`src/rtl/add_datapath_pkg.sv`:
```
// Shared types and constants of the add datapath for the compact instruction set.
// Assumes the pipeline decodes instructions into an operation code and raw fields.
package add_datapath_pkg;

  // ****************************************************************
  // Widths and fixed registers
  // ****************************************************************
  localparam int XLEN = 32;
  localparam int REG_IDX_W = 5;
  localparam int FIELD_W = 3;
  localparam logic [REG_IDX_W-1:0] STACK_POINTER_REG = 5'h1D;
  localparam logic [REG_IDX_W-1:0] XLAT_BASE = 5'h10;
  localparam logic [FIELD_W-1:0] XLAT_LIMIT = 3'h2;
  localparam int PC_SHIFT = 2;
  localparam int SP_SHIFT = 3;
  localparam int IMM4_W = 4;
  localparam int IMM8_W = 8;
  localparam int IMM15_W = 15;
  localparam int IMM16_W = 16;
  localparam logic [4:0] THREE_REGISTER_GROUP_OPCODE = 5'h1C;

  // ****************************************************************
  // Operations
  // ****************************************************************
  typedef enum logic [3:0] {
    OP_ADDI_SHORT,
    OP_ADDI_EXT,
    OP_ADDI3_SHORT,
    OP_ADDI3_EXT,
    OP_PC_SHORT,
    OP_PC_EXT,
    OP_SP_ADJ_SHORT,
    OP_SP_ADJ_EXT,
    OP_SP_ADDR_SHORT,
    OP_SP_ADDR_EXT,
    OP_ADD_REGS
  } add_op_t;

  // Decoded instruction from the pipeline.
  typedef struct packed {
    add_op_t op;
    logic [4:0] major_opcode;
    logic [FIELD_W-1:0] first_reg_field;
    logic [FIELD_W-1:0] second_reg_field;
    logic [FIELD_W-1:0] third_reg_field;
    logic [IMM16_W-1:0] imm;
    logic [XLEN-1:0] inst_addr;
    logic [XLEN-1:0] jump_addr;
    logic in_delay_slot;
  } add_req_t;

  // Register file write-back.
  typedef struct packed {
    logic [REG_IDX_W-1:0] idx;
    logic [XLEN-1:0] data;
  } wb_t;

endpackage

```
`src/rtl/reg_index_xlat.sv`:
```
// Translator from a 3-bit register field to a physical register index.
// Assumes purely combinational use inside the add datapath.
module reg_index_xlat (
  input wire logic [2:0] field,
  output logic [4:0] phys_idx
);

  // ****************************************************************
  // Mapping
  // ****************************************************************
  always_comb begin
    if (field < add_datapath_pkg::XLAT_LIMIT) begin
      phys_idx = add_datapath_pkg::XLAT_BASE | {2'h0, field};
    end else begin
      phys_idx = {2'h0, field};
    end
  end

endmodule

```
`src/rtl/compact_isa_add_datapath.sv`:
```
// Execution datapath for the add family of the compact instruction set.
// Assumes the pipeline holds req steady while req_valid and req_ready are both high,
// and that the register file answers reads combinationally.
// Function
// - Field 000 maps to 16, 001 to 17.
// - Fields 010 to 111 pass unchanged.
// - Short add-immediate: sign-extend 8 bits, same register.
// - Extended add-immediate: sign-extend 16 bits, same register.
// - Short three-operand: sign-extend 4 bits, second register.
// - Extended three-operand: sign-extend 15 bits, second register.
// - Short PC add: imm shifted two, zero-extended, delay-slot base.
// - Short PC add clears two low bits.
// - Extended PC add: aligned address plus signed 16.
// - Short SP adjust: imm shifted three, signed, to 29.
// - Extended SP adjust: signed 16, to 29.
// - Short SP address: imm shifted two, zero-extended.
// - Extended SP address: signed 16 plus 29.
// - Three-register add under opcode 11100.
// - Modulo 32-bit adds, never an overflow trap.
module compact_isa_add_datapath (
  input wire logic sys_clk,
  input wire logic rst,
  input wire logic req_valid,
  output logic req_ready,
  input wire add_datapath_pkg::add_req_t req,
  output logic [4:0] rd_a_idx,
  input wire logic [31:0] rd_a_data,
  output logic [4:0] rd_b_idx,
  input wire logic [31:0] rd_b_data,
  output logic wb_valid,
  output add_datapath_pkg::wb_t wb,
  output logic illegal
);

  // ****************************************************************
  // Operand selection
  // ****************************************************************
  logic [4:0] x_first;
  logic [4:0] x_second;
  logic [4:0] x_third;
  logic [31:0] op_a;
  logic [31:0] op_b;
  logic [31:0] sum;
  logic [4:0] dest;
  logic accept;
  logic bad;
  logic wb_valid_ff;
  add_datapath_pkg::wb_t wb_ff;
  logic illegal_ff;
  logic [31:0] pc_base;

  reg_index_xlat u_xlat_first (.field(req.first_reg_field), .phys_idx(x_first));
  reg_index_xlat u_xlat_second (.field(req.second_reg_field), .phys_idx(x_second));
  reg_index_xlat u_xlat_third (.field(req.third_reg_field), .phys_idx(x_third));

  // The adder is single-cycle, so the datapath never stalls.
  assign req_ready = 1'b1;
  assign accept = req_valid && req_ready;
  // Delay-slot base only for the short form; the extended form trusts its feeder.
  assign pc_base = req.in_delay_slot ? req.jump_addr : req.inst_addr;

  always_comb begin
    rd_a_idx = x_first;
    rd_b_idx = x_second;
    op_a = rd_a_data;
    op_b = 32'h0;
    dest = x_first;
    bad = 1'b0;
    case (req.op)
      add_datapath_pkg::OP_ADDI_SHORT: begin
        op_b = {{24{req.imm[7]}}, req.imm[7:0]};
      end
      add_datapath_pkg::OP_ADDI_EXT: begin
        op_b = {{16{req.imm[15]}}, req.imm};
      end
      add_datapath_pkg::OP_ADDI3_SHORT: begin
        op_b = {{28{req.imm[3]}}, req.imm[3:0]};
        dest = x_second;
      end
      add_datapath_pkg::OP_ADDI3_EXT: begin
        op_b = {{17{req.imm[14]}}, req.imm[14:0]};
        dest = x_second;
      end
      add_datapath_pkg::OP_PC_SHORT: begin
        op_a = pc_base;
        op_b = {22'h0, req.imm[7:0], 2'h0};
      end
      add_datapath_pkg::OP_PC_EXT: begin
        op_a = {req.inst_addr[31:2], 2'h0};
        op_b = {{16{req.imm[15]}}, req.imm};
      end
      add_datapath_pkg::OP_SP_ADJ_SHORT: begin
        rd_a_idx = add_datapath_pkg::STACK_POINTER_REG;
        op_b = {{21{req.imm[7]}}, req.imm[7:0], 3'h0};
        dest = add_datapath_pkg::STACK_POINTER_REG;
      end
      add_datapath_pkg::OP_SP_ADJ_EXT: begin
        rd_a_idx = add_datapath_pkg::STACK_POINTER_REG;
        op_b = {{16{req.imm[15]}}, req.imm};
        dest = add_datapath_pkg::STACK_POINTER_REG;
      end
      add_datapath_pkg::OP_SP_ADDR_SHORT: begin
        rd_a_idx = add_datapath_pkg::STACK_POINTER_REG;
        op_b = {22'h0, req.imm[7:0], 2'h0};
      end
      add_datapath_pkg::OP_SP_ADDR_EXT: begin
        rd_a_idx = add_datapath_pkg::STACK_POINTER_REG;
        op_b = {{16{req.imm[15]}}, req.imm};
      end
      add_datapath_pkg::OP_ADD_REGS: begin
        op_b = rd_b_data;
        dest = x_third;
        bad = (req.major_opcode != add_datapath_pkg::THREE_REGISTER_GROUP_OPCODE);
      end
      default: begin
        bad = 1'b1;
      end
    endcase
  end

  // Carry out is dropped on purpose; nothing here can trap.
  always_comb begin
    sum = op_a + op_b;
    if (req.op == add_datapath_pkg::OP_PC_SHORT) begin
      sum[1:0] = 2'h0;
    end
  end

  // ****************************************************************
  // Write-back
  // ****************************************************************
  always_ff @(posedge sys_clk or posedge rst) begin
    if (rst) begin
      wb_valid_ff <= 1'b0;
      illegal_ff <= 1'b0;
    end else begin
      wb_valid_ff <= accept && !bad;
      illegal_ff <= accept && bad;
    end
  end

  always_ff @(posedge sys_clk or posedge rst) begin
    if (rst) begin
      wb_ff <= '0;
    end else if (accept && !bad) begin
      wb_ff.idx <= dest;
      wb_ff.data <= sum;
    end
  end

  assign wb_valid = wb_valid_ff;
  assign wb = wb_ff;
  assign illegal = illegal_ff;

  // ****************************************************************
  // Checks
  // ****************************************************************
  a_xlat_low: assert property (@(posedge sys_clk) disable iff (rst)
    (req.first_reg_field < 3'h2) |-> (x_first == {2'h2, req.first_reg_field}))
    else $error("Low register field not mapped to 16 or 17.");

  a_xlat_pass: assert property (@(posedge sys_clk) disable iff (rst)
    (req.first_reg_field >= 3'h2) |-> (x_first == {2'h0, req.first_reg_field}))
    else $error("High register field not passed through.");

  a_addi_short: assert property (@(posedge sys_clk) disable iff (rst)
    (accept && req.op == add_datapath_pkg::OP_ADDI_SHORT)
    |=> wb_valid && wb.idx == $past(x_first)
        && wb.data == $past(rd_a_data) + {{24{$past(req.imm[7])}}, $past(req.imm[7:0])})
    else $error("Short add-immediate result wrong.");

  a_addi_ext: assert property (@(posedge sys_clk) disable iff (rst)
    (accept && req.op == add_datapath_pkg::OP_ADDI_EXT)
    |=> wb.data == $past(rd_a_data) + {{16{$past(req.imm[15])}}, $past(req.imm)})
    else $error("Extended add-immediate result wrong.");

  a_addi3_dest: assert property (@(posedge sys_clk) disable iff (rst)
    (accept && req.op == add_datapath_pkg::OP_ADDI3_SHORT)
    |=> wb.idx == $past(x_second)
        && wb.data == $past(rd_a_data) + {{28{$past(req.imm[3])}}, $past(req.imm[3:0])})
    else $error("Short three-operand add-immediate wrong.");

  a_addi3_ext: assert property (@(posedge sys_clk) disable iff (rst)
    (accept && req.op == add_datapath_pkg::OP_ADDI3_EXT)
    |=> wb.data == $past(rd_a_data) + {{17{$past(req.imm[14])}}, $past(req.imm[14:0])})
    else $error("Extended three-operand add-immediate wrong.");

  a_pc_short: assert property (@(posedge sys_clk) disable iff (rst)
    (accept && req.op == add_datapath_pkg::OP_PC_SHORT && req.in_delay_slot)
    |=> wb.data[31:2] == $past(req.jump_addr[31:2]) + {22'h0, $past(req.imm[7:0])})
    else $error("Delay-slot PC add did not use the jump address.");

  a_pc_align: assert property (@(posedge sys_clk) disable iff (rst)
    (accept && req.op == add_datapath_pkg::OP_PC_SHORT) |=> wb.data[1:0] == 2'h0)
    else $error("Short PC add left low bits set.");

  a_pc_ext: assert property (@(posedge sys_clk) disable iff (rst)
    (accept && req.op == add_datapath_pkg::OP_PC_EXT)
    |=> wb.data == {$past(req.inst_addr[31:2]), 2'h0}
        + {{16{$past(req.imm[15])}}, $past(req.imm)})
    else $error("Extended PC add result wrong.");

  a_sp_adjust: assert property (@(posedge sys_clk) disable iff (rst)
    (accept && req.op == add_datapath_pkg::OP_SP_ADJ_SHORT)
    |-> rd_a_idx == add_datapath_pkg::STACK_POINTER_REG
        ##1 wb.idx == add_datapath_pkg::STACK_POINTER_REG)
    else $error("Stack adjust did not target register 29.");

  a_sp_adj_ext: assert property (@(posedge sys_clk) disable iff (rst)
    (accept && req.op == add_datapath_pkg::OP_SP_ADJ_EXT)
    |=> wb.data == $past(rd_a_data) + {{16{$past(req.imm[15])}}, $past(req.imm)})
    else $error("Extended stack adjust result wrong.");

  a_sp_addr: assert property (@(posedge sys_clk) disable iff (rst)
    (accept && req.op == add_datapath_pkg::OP_SP_ADDR_SHORT)
    |=> wb.idx == $past(x_first)
        && wb.data == $past(rd_a_data) + {22'h0, $past(req.imm[7:0]), 2'h0})
    else $error("Short stack address result wrong.");

  a_sp_addr_ext: assert property (@(posedge sys_clk) disable iff (rst)
    (accept && req.op == add_datapath_pkg::OP_SP_ADDR_EXT)
    |-> rd_a_idx == add_datapath_pkg::STACK_POINTER_REG)
    else $error("Extended stack address did not read register 29.");

  a_add_regs: assert property (@(posedge sys_clk) disable iff (rst)
    (accept && req.op == add_datapath_pkg::OP_ADD_REGS
      && req.major_opcode == add_datapath_pkg::THREE_REGISTER_GROUP_OPCODE)
    |=> wb_valid && wb.idx == $past(x_third)
        && wb.data == $past(rd_a_data) + $past(rd_b_data))
    else $error("Three-register add result wrong.");

  a_no_trap: assert property (@(posedge sys_clk) disable iff (rst)
    (accept && req.op != add_datapath_pkg::OP_ADD_REGS && req.op <= 4'hA) |=> !illegal)
    else $error("Add form flagged as a fault.");

endmodule

```
`config.mk`:
```
export PLATFORM = sky130hd
export DESIGN_NAME = compact_isa_add_datapath
export DESIGN_NICKNAME = d
export VERILOG_FILES = /design/src/rtl/add_datapath_pkg.sv /design/src/rtl/reg_index_xlat.sv /design/src/rtl/compact_isa_add_datapath.sv
export SDC_FILE = /design/constraint.sdc
export NUM_CORES = 1
export LEC_CHECK = 0
export BUFFER_PORTS_ARGS = -buffer_cell sky130_fd_sc_hd__buf_2
export CAP_MARGIN = 0
export CELL_PAD_IN_SITES_DETAIL_PLACEMENT = 1
export CELL_PAD_IN_SITES_GLOBAL_PLACEMENT = 2
export CORE_MARGIN = 3
export CORE_UTILIZATION = 23
export DETAILED_ROUTE_END_ITERATION = 6
export PLACE_DENSITY = 0.88
export SLEW_MARGIN = 20
export SYNTH_ARGS = -nofsm -noshare
export SYNTH_HDL_FRONTEND = slang
export SYNTH_SLANG_ARGS = --single-unit
```
`constraint.sdc`:
```
create_clock -name sys_clk -period 0.9 [get_ports sys_clk]
set_input_delay 0.09 -clock sys_clk [delete_from_list [all_inputs] [get_ports sys_clk]]
set_output_delay 0.09 -clock sys_clk [all_outputs]
set_load 0.03 [all_outputs]
```
; ---- Word-level counts from Yosys, hierarchy flattened
; Cells that the tools add are included.
[totals]
ff_bits = 39
input_bits = 166
output_inout_bits = 50
wordCells = 39
[classes]
add_sub_neg = 1
n_lt_le_gt_ge = 3
n_eq_ne = 11
mux = 10
n_reduce_logical = 10
[ops]
columns = operator, n
row1 = $pmux 32 s7, 1
row2 = $pmux 32 s2, 1
row3 = $add 32x32->32, 1
row4 = $mux 32, 1
row5 = $mux 5, 4
row6 = $eq 4x3->1 const B, 4
row7 = $pmux 5 s3, 1
row8 = $eq 4x4->1 const B, 3
row9 = $reduce_or 10->1, 1
row10 = $lt 3x2->1 const B, 3
row11 = $eq 4x2->1 const B, 2
row12 = $reduce_or 4->1, 2
row13 = $reduce_or 2->1, 3
row14 = $ne 5x5->1 const B, 1
row15 = $eq 4x1->1 const B, 1
row16 = $logic_not 4->1, 1
row17 = $logic_and 1x1->1, 2
row18 = $mux 2, 1
row19 = $pmux 1 s2, 1
row20 = $logic_not 1->1, 1

; ---- Logic depth before layout (Yosys ltp)
; Gate-level depths: netlist (run 1).
[logic_depth]
ltp_word = 5
mapped_depth = 16
mapped_depth_nobuf = 14

; ---- By module
; From an unflattened synthesis (run 1), not the netlist that was laid out.
[unflattened]
hier_cells = 637
hier_area_um2 = 4743.3
[by_module_without_submodules]
columns = module, n_inst, cells_per_inst, area_each_um2, seq_area_each_um2
row1 = compact_isa_add_datapath, 1, 619, 4630.7, 975.9
row2 = reg_index_xlat, 3, 6, 37.5, 0.0

; ---- Worst setup path after synthesis (run 1)
; No wires, ideal clock.
[synth_timing]
kind = input to register
startpoint = input port req[96] (netlist bit)
endpoint = register wb_ff (netlist bit wb[24])
setup_time_ns = 0.129
t_arrival_ns = 2.934
required_time_ns = 0.771
path_slack_ns = -2.163
path_stages = 16
n_path_buf = 2
cell_sequence = buf_2 o21ai_0 and2_1 clkbuf_1 o21bai_1 a22o_1 ha_1 inv_1 fa_1 nand2b_1 a21oi_1 o211ai_1 and3_1 o31ai_4 xnor2_1 o21ai_1
[synth_between]
elab_chain_len = 5
word_cells_on_any_way = 20
cone_classes = 1 x add/sub / 10 x eq/ne / 3 x mux / 6 x reduce/logical
[synth_rtl]
columns = element, line_no
row1 = from (decl), compact_isa_add_datapath.sv:25  ; input wire add_datapath_pkg::add_req_t req,
row2 = "parallel branches: the longest is 5 deep, another holds $add 32x32->32", n/a
row3 = to (decl), compact_isa_add_datapath.sv:48  ; add_datapath_pkg::wb_t wb_ff;
; Parallel ways; which one is timed is not known.
; A chain may end at the register's enable or synchronous reset.

; ---- Worst setup path in the final report (run 1)
[layout_timing]
startpoint = input port req[97] (netlist bit)
endpoint = register wb_ff (netlist bit wb[29])
; The elaborated chain is that of the path after synthesis.

==> results summary, run 1 <==
Yosys instantiated no cell more often than sky130_fd_sc_hd__nand2_1. The average wire per cell in the routed design is 24.4 µm. The tree is rooted in a sky130_fd_sc_hd__clkbuf_16. The number of sinks on the clock net came out at 39. The top-area cell type share of the netlist area came out at a little over a fifth. The first detailed-routing pass ran for 6 iterations. From synthesis to final layout, the design area changed by 111%. Data on the critical path is required at its endpoint by roughly 1.1 ns. The row count came out at between 50 and 60. The via count of the first global-routing pass was 7501.

The worst path in the final design needs a cycle of 2.93 ns, including I/O delays and setup. Walking the worst path, the cells encountered are buf_12 > buf_8 > nand2b_4 > a211oi_4 > buf_4 > a222oi_1 > nand2_1 > ha_4 > a21oi_4 > o211ai_1 > o211ai_4 > a2111o_1 > a21oi_2 > o21ai_1 > a31o_1. Detailed routing inserted a total of just over 7k vias. The number of nets still failing antenna checks after routing is 0. The net total in the final layout came out at roughly 1.3k. The share of flip-flops with an asynchronous set or reset after synthesis came out at 100%. In the synthesized netlist, the cells that appear most often are sky130_fd_sc_hd__nand2_1 (106), sky130_fd_sc_hd__o21ai_0 (71), sky130_fd_sc_hd__a21oi_1 (46). The sum of negative setup slack came out at -55.29 ns. The capturing point of the worst reg2reg path is wb[20]$_DFFE_PP0P_. The die footprint is roughly 22000 µm². The clock tree synthesis step divided the H-tree into 2 levels.

The overall track demand over capacity in global routing is 24.4%. For this run, the leading register cell type out of synthesis is sky130_fd_sc_hd__dfrtp_1. The maximum buffer depth of the clock tree came out at 2.

In this run the register-to-register setup slack is -0.09 ns. sky130_fd_sc_hd__dfrtp_1 takes more of the synthesized area than any other cell. The number of primary I/O pins came out at 216. The worst register-to-register path has a depth of 2. Wires add up to ~32000 µm.

The proportion of layout cells with a drive suffix above 1 is between 60% and 70%. The DRC marker count from the first detailed-route iteration came out at about 600. The final period utilization is 326%. The die is about 150 µm tall. The core box area is a little under 20000 µm². TritonCTS built the clock tree. Setup repair after global routing could not meet its margin everywhere. Across the VDD grid, the largest voltage drop is between 0.0007 and 0.0008 V.

The post-synthesis cell area came out at 4660 µm². The worst hold path terminates at wb[32]$_DFFE_PP0P_. The final hold violation count came out at 0. Clock skew on the completed layout was measured at 0 ns. The net count after synthesis came out at between 800 and 900. Ranked by total cell area, the synthesized netlist is headed by sky130_fd_sc_hd__dfrtp_1 (21%), sky130_fd_sc_hd__nand2_1 (8.5%), sky130_fd_sc_hd__ha_1 (8.3%), sky130_fd_sc_hd__o21ai_0 (7.6%), sky130_fd_sc_hd__mux2i_1 (7.5%). STA puts the critical path data arrival time at 3.11 ns.

After filler insertion, the fill cell instance count of the layout stands at around 2.3k. The register area came out at roughly 980 µm². The synthesized instance count is 631. For this run, the share of the core covered by cells in the final layout is between 50% and 60%. The largest driver fanout on the critical path is 7. The startpoint identified for the worst hold timing path is req[87]. For this design, the slowest cell found on the critical path is sky130_fd_sc_hd__a2111o_1. The number of slew-limit violations in the final report was 0. The number of buffers added on ports is between 200 and 250.

The worst register-to-register path begins at wb[20]$_DFFE_PP0P_. The sequential area share after synthesis is between 20% and 30%. The combined area of the multi-input logic cells came out at about 4600 µm². The min-delay analysis places its worst path in the category in -> reg. The average cell area after synthesis came out at about 7.4 µm². The final HPWL from detailed placement is 18400 µm. The count of final setup violators is about 80. The average vias per placed instance came out at approximately 5.5. The total of warnings raised by yosys came out at 0. The highest achievable clock rate is approximately 340 MHz. The latest clock arrival within the worst-skew pair is 0.31 ns.

The power per cell area is about 1500 nW/µm². Summed over all layers, the global routing overflow is 0. The initial core utilization came out at between 20% and 30%. The worst hold path was traced through 3 stages. For this design the static power due to leakage is about 4.7 nW.

The register bit total from synthesis is 39. In this run, distinct cell masters in the synthesized netlist total 63. In this run the horizontal extent of the chip is 148 µm. The delay contributed by the slowest stage of the critical path is around 0.52 ns. The total clock buffers created by CTS is 5. The run finished, with violations left. STA classifies the critical path endpoint as a flip-flop. The worst setup path is launched from a primary input. The number of antenna violations at the first check in global routing is 3. Max-cap violations in this run came to 0. The placer congestion estimate came out at 0.868.

The number of remaining DRC errors is 0. The number of enable flip-flop cells after synthesis is 0. The type of the setup path with the least slack is in -> reg. Clock-pin slew was measured on the worst setup and hold paths at approximately 0.08 ns. The global-route wire length before repair came out at roughly 43000 µm. The checks that failed: setup timing. OpenSTA, run right after detailed placement, puts the worst setup slack at -2.25 ns. The worst setup slack after layout is -2.03 ns.

Entering global routing, the biggest net connects 39 pins. The power consumption is roughly 15 mW.
timing repair:
item	in CTS	in global routing
hold endpoints to repair	39	0
resized for setup	261	93
gates cloned	6	2
pin swaps	68	43
buffers inserted	51	40
hold buffers	1	0
endpoints found under the setup margin	83	83
cell families (layout without fill, tap and decap cells):
group | count (synthesis) | count (layout) | synth area share, %
AO/OA/AOI/OAI | 230 | 230 | 32.0
AND/OR/NAND/NOR | 208 | 209 | 20.5
buffers and inverters | 65 | 487 | 6.34
flip-flops | 39 | 39 | 21.0
multiplexers | 35 | 35 | 7.52
adder cells (fa/ha/maj) | 32 | 32 | 8.76
XOR/XNOR | 20 | 20 | 3.76
other | 2 | 5 | 0.161
worst max path at each step:
stage | from | endpoint | slack (ns) | cells after the start
floorplan | req[96] | wb[29]$_DFFE_PP0P_ | -1.83 | 15
global placement | req[98] | wb[25]$_DFFE_PP0P_ | -2.13 | 14
detailed placement | req[97] | wb[20]$_DFFE_PP0P_ | -2.25 | 15
CTS | req[97] | wb[25]$_DFFE_PP0P_ | -1.70 | 15
global route | req[97] | wb[29]$_DFFE_PP0P_ | -2.08 | 15
finish | req[97] | wb[29]$_DFFE_PP0P_ | -2.03 | 15
layout by cell type, fill, tap and decap left out, types with 14 or more instances in the layout:
| master | count |
|---|---|
| sky130_fd_sc_hd__buf_4 | 187 |
| sky130_fd_sc_hd__buf_2 | 165 |
| sky130_fd_sc_hd__nand2_1 | 90 |
| sky130_fd_sc_hd__buf_6 | 76 |
| sky130_fd_sc_hd__dfrtp_1 | 39 |
| sky130_fd_sc_hd__o21ai_1 | 38 |
| sky130_fd_sc_hd__mux2i_1 | 34 |
| sky130_fd_sc_hd__a21o_1 | 26 |
| sky130_fd_sc_hd__a21oi_2 | 22 |
| sky130_fd_sc_hd__ha_4 | 22 |
| sky130_fd_sc_hd__o21ai_0 | 21 |
| sky130_fd_sc_hd__a21oi_1 | 18 |
| sky130_fd_sc_hd__buf_12 | 18 |
| sky130_fd_sc_hd__nor2_1 | 17 |
| sky130_fd_sc_hd__o21ai_2 | 15 |
| sky130_fd_sc_hd__nand3_1 | 14 |
| sky130_fd_sc_hd__inv_1 | 14 |
per-layer routing:
layer / routed length [µm] / track usage (%)
met4: 1580 / 9.42
met1: 12400 / 28.5
met2: 16200 / 44.4
met3: 2050 / 4.48
met5: 0 / 0
flip-flops by register name (all words and copies together), names as in the netlist:
name / flops
illegal: 1
wb_valid: 1
wb: 37
metrics by stage:
step | area, µm² | hold WS (ns) | std cells
6_report | 9840 | 0.132 | 1322
5_1_grt | 9840 | 0.157 | 1322
2_1_floorplan | 5150 | 0.0625 | 631
3_3_place_gp | 7390 | -0.0289 | 1214
3_5_place_dp | 7390 | -0.0268 | 1214
4_1_cts | 9060 | 0.132 | 1278
power by group:
group / internal (mW) / switching (mW)
Sequential: 2.19 / 0.359
Clock: 1.03 / 0.894
Combinational: 4.87 / 5.34
final cells by class:
| class | count | share of cell area (%) |
|---|---|---|
| repair buffers | 456 | 37.1 |
| clock inverters | 1 | 0.0509 |
| inverters | 22 | 1.03 |
| flip-flops and latches | 39 | 9.92 |
| clock buffers | 7 | 1.35 |
| repair inverters | 1 | 0.0509 |
| well taps | 265 | 3.37 |
| multi-input cells | 528 | 47.1 |
| diodes | 3 | 0.0763 |
worst max-delay path, delay by kind of cell:
kind,cells,cell delay (ns)
AOI/OAI and AO/OA,9,2.00
buffers and inverters,3,0.37
adders and majority gates,1,0.34
and+or+nand+nor,2,0.27
No activity file was read; power rests on OpenSTA's default activity.
==> inputs of run 2 (changes only) <==
--- a/config.mk
+++ b/config.mk
@@ -12,7 +12,7 @@
 export CORE_MARGIN = 3
 export CORE_UTILIZATION = 23
 export DETAILED_ROUTE_END_ITERATION = 6
-export PLACE_DENSITY = 0.88
+export PLACE_DENSITY = 0.9
 export SLEW_MARGIN = 20
 export SYNTH_ARGS = -nofsm -noshare
 export SYNTH_HDL_FRONTEND = slang
==> results summary, run 2 (same netlist as run 1, synthesis figures left out) <==
In this run the static leakage power is approximately 4.7 nW. The initial core utilization is between 20% and 30%. The total clock buffers created by CTS is 5. The number of iterations in the first detailed-routing pass came out at 6. The worst-case vdd ir drop is between 0.0007 and 0.0008 V. The required arrival time at the worst endpoint is between 1 and 1.5 ns. The area growth from synthesis to final layout came out at 107%.

In the final layout, the share of cells above drive strength 1 is roughly three fifths. The proportion of power drawn by the clock network came out at approximately 15%. The worst setup slack after layout came out at -2.06 ns. On the critical path, the stage with the largest delay is an instance of sky130_fd_sc_hd__ha_4.

Together, buffers and inverters on the worst path number 4. At the placement stage, the worst setup path has a slack of -2.32 ns. The flow ran to the end, but the final reports show violations. The internal power contribution is about 8 mW. The number of slew-limit violations in the final report was 0. The number of sinks on the clock net is 39. For this run, the slowest stage of the critical path takes around 0.37 ns. The slack of the worst reg-to-reg path is -0.07 ns.

The global-route wire length before repair is 39900 µm. The latest clock arrival within the worst-skew pair is around 0.32 ns. The final HPWL from detailed placement is between 15000 and 20000 µm.

The highest achievable clock rate came out at approximately 340 MHz. The largest driver fanout on the critical path is 5. The net total in the final layout is around 1.3k.

The final hold violation count is 0. Routability-driven placement finished with a final weighted congestion of 0.938. Entering global routing, the biggest net connects 30 pins. The top cell types in the final layout, fill and taps aside, are sky130_fd_sc_hd__buf_4 (195), sky130_fd_sc_hd__buf_2 (165), sky130_fd_sc_hd__nand2_1 (92). The final reports fail on setup timing. The clock skew after layout is 0 ns. The core box area came out at 19700 µm². The final period utilization came out at 329%. The number of flip-flops under the largest register name came out at 37. The die outline height is roughly 150 µm. The combinational cell fraction of total power came out at 67.4%. The number of primary I/O pins is around 220. Wires add up to about 32000 µm. Once layout is complete, the cells apart from fillers number 1326. The via count of the first global-routing pass came out at roughly 7.3k. The library cell used most frequently in the layout, excluding fill and tap cells, is sky130_fd_sc_hd__buf_4. The row count is 51. The average wire per cell in the routed design came out at roughly 24 µm. The number of remaining DRC errors came out at 0. Max-cap violations in this run came to 0. By startpoint and endpoint, the worst setup path is classified as in -> reg.

The worst setup path is launched from a primary input. The switching share of power came out at between 40% and 50%. The number of buffers added on ports is 213. After global routing the overflow that remains totals 0.

The level count of the clock H-tree is 2. The sequential power share is 17.4%. The power per cell area came out at between 1500 and 2000 nW/µm².

The switching power came out at between 6 and 7 mW. The endpoint arrival time on the critical path is ~3.1 ns. The die footprint is between 20000 and 25000 µm². The minimum clock period came out at approximately 3.0 ns. TritonCTS built the clock tree. Clock-pin slew was measured on the worst setup and hold paths at approximately 0.08 ns.

Measured along the x axis, the die boundary spans approximately 150 µm. Among cell families on the critical path, the largest total delay comes from simple AND/OR/NAND/NOR gates. The worst setup path is captured at a flip-flop. Traced cell by cell, the critical path runs through buf_12 > buf_12 > nand2b_4 > buf_6 > nor2_2 > buf_4 > a22oi_1 > nand3_1 > ha_4 > nand4_1 > o22ai_2 > nand2_2 > and3_4 > o31ai_4 > a21o_1 > nand3_1. After detailed routing, the number of vias per cell comes to between 5 and 6.

The path class of the tightest hold or removal check is in -> reg. The overall track demand over capacity in global routing came out at roughly 23%. The number of antenna violations at the first check in global routing came out at 1.

The vias after detailed routing came out at around 7.3k. The root buffer cell chosen for the clock tree is sky130_fd_sc_hd__clkbuf_16. The count of final setup violators is 82. The number of nets still failing antenna checks after routing is 0.

The first routing iteration left 572 violations. The number of instances in the placed design is roughly 1.2k. Setup repair after global routing could not meet its margin everywhere. The maximum buffer depth of the clock tree is 2.
## run 2: metrics by stage
step / cell area (µm²) / hold slack [ns] / power, mW / utilization (%) / setup TNS, ns
final: 9640 / 0.127 / 14.7 / 49.0 / -59.83
after global routing: 9640 / 0.138 / 15.3 / 49.0 / -63.74
after floorplan: 5150 / 0.0625 / 6.33 / - / -48.54
after global placement: 7440 / 0.0748 / 8.93 / 37.9 / -67.20
after CTS: 8970 / 0.125 / 13.1 / 45.7 / -49.58
after detailed placement: 7440 / 0.0751 / 9.12 / 37.9 / -69.62
## run 2: final timing paths
check / end / cells after the start / from
worst max register to register: wb[25]$_DFFE_PP0P_ / 3 / wb[25]$_DFFE_PP0P_
worst max-delay path: wb[26]$_DFFE_PP0P_ / 16 / req[96]
min in group asynchronous: wb[24]$_DFFE_PP0P_ / 3 / rst
max in group asynchronous: wb[31]$_DFFE_PP0P_ / 4 / rst
worst min-delay path: wb[35]$_DFFE_PP0P_ / 4 / req[96]
worst min register to register: wb[11]$_DFFE_PP0P_ / 2 / wb[11]$_DFFE_PP0P_
## run 2: timing repair
item | CTS | global route
endpoints found under the hold margin | 9 | 0
gates cloned | 3 | 1
pin swaps | 58 | 73
resized for setup | 251 | 82
setup endpoints to repair | 83 | 83
setup buffers | 47 | 46
hold buffers | 1 | 0
## run 2: power by group through the flow
stage          Clock [mW]  Sequential [mW]  Combinational [mW]
2_1_floorplan           0             3.32                3.01
5_1_grt              2.33             2.60                10.4
3_3_place_gp            0             2.46                6.47
6_report             2.24             2.55                9.92
3_5_place_dp            0             2.48                6.64
4_1_cts              2.24             2.54                8.35
## run 2: tightest hold or removal path: stages
cell and delay (ns):
sky130_fd_sc_hd__buf_16 0.11, sky130_fd_sc_hd__nand2_4 0.06, sky130_fd_sc_hd__buf_4 0.09, sky130_fd_sc_hd__o21ai_1 0.05
## run 2: area by class of cell
type | count | area [µm²]
Clock buffer | 5 | 125
Fill cell | 2381 | 10000
Tap cell | 265 | 332
Clock inverter | 3 | 43.8
Inverter | 22 | 108
Timing Repair inverter | 1 | 16.3
Antenna cell | 2 | 5.00
Timing Repair Buffer | 461 | 3560
Sequential cell | 39 | 976
Multi-Input combinational cell | 528 | 4470
## run 2: metal layers
| metal | track usage (%) | share of wire (%) |
|---|---|---|
| met1 | 26.7 | 37 |
| met2 | 40.6 | 49 |
| met3 | 4.60 | 6.7 |
| met4 | 9.47 | 7.4 |
| met5 | 0 | 0 |
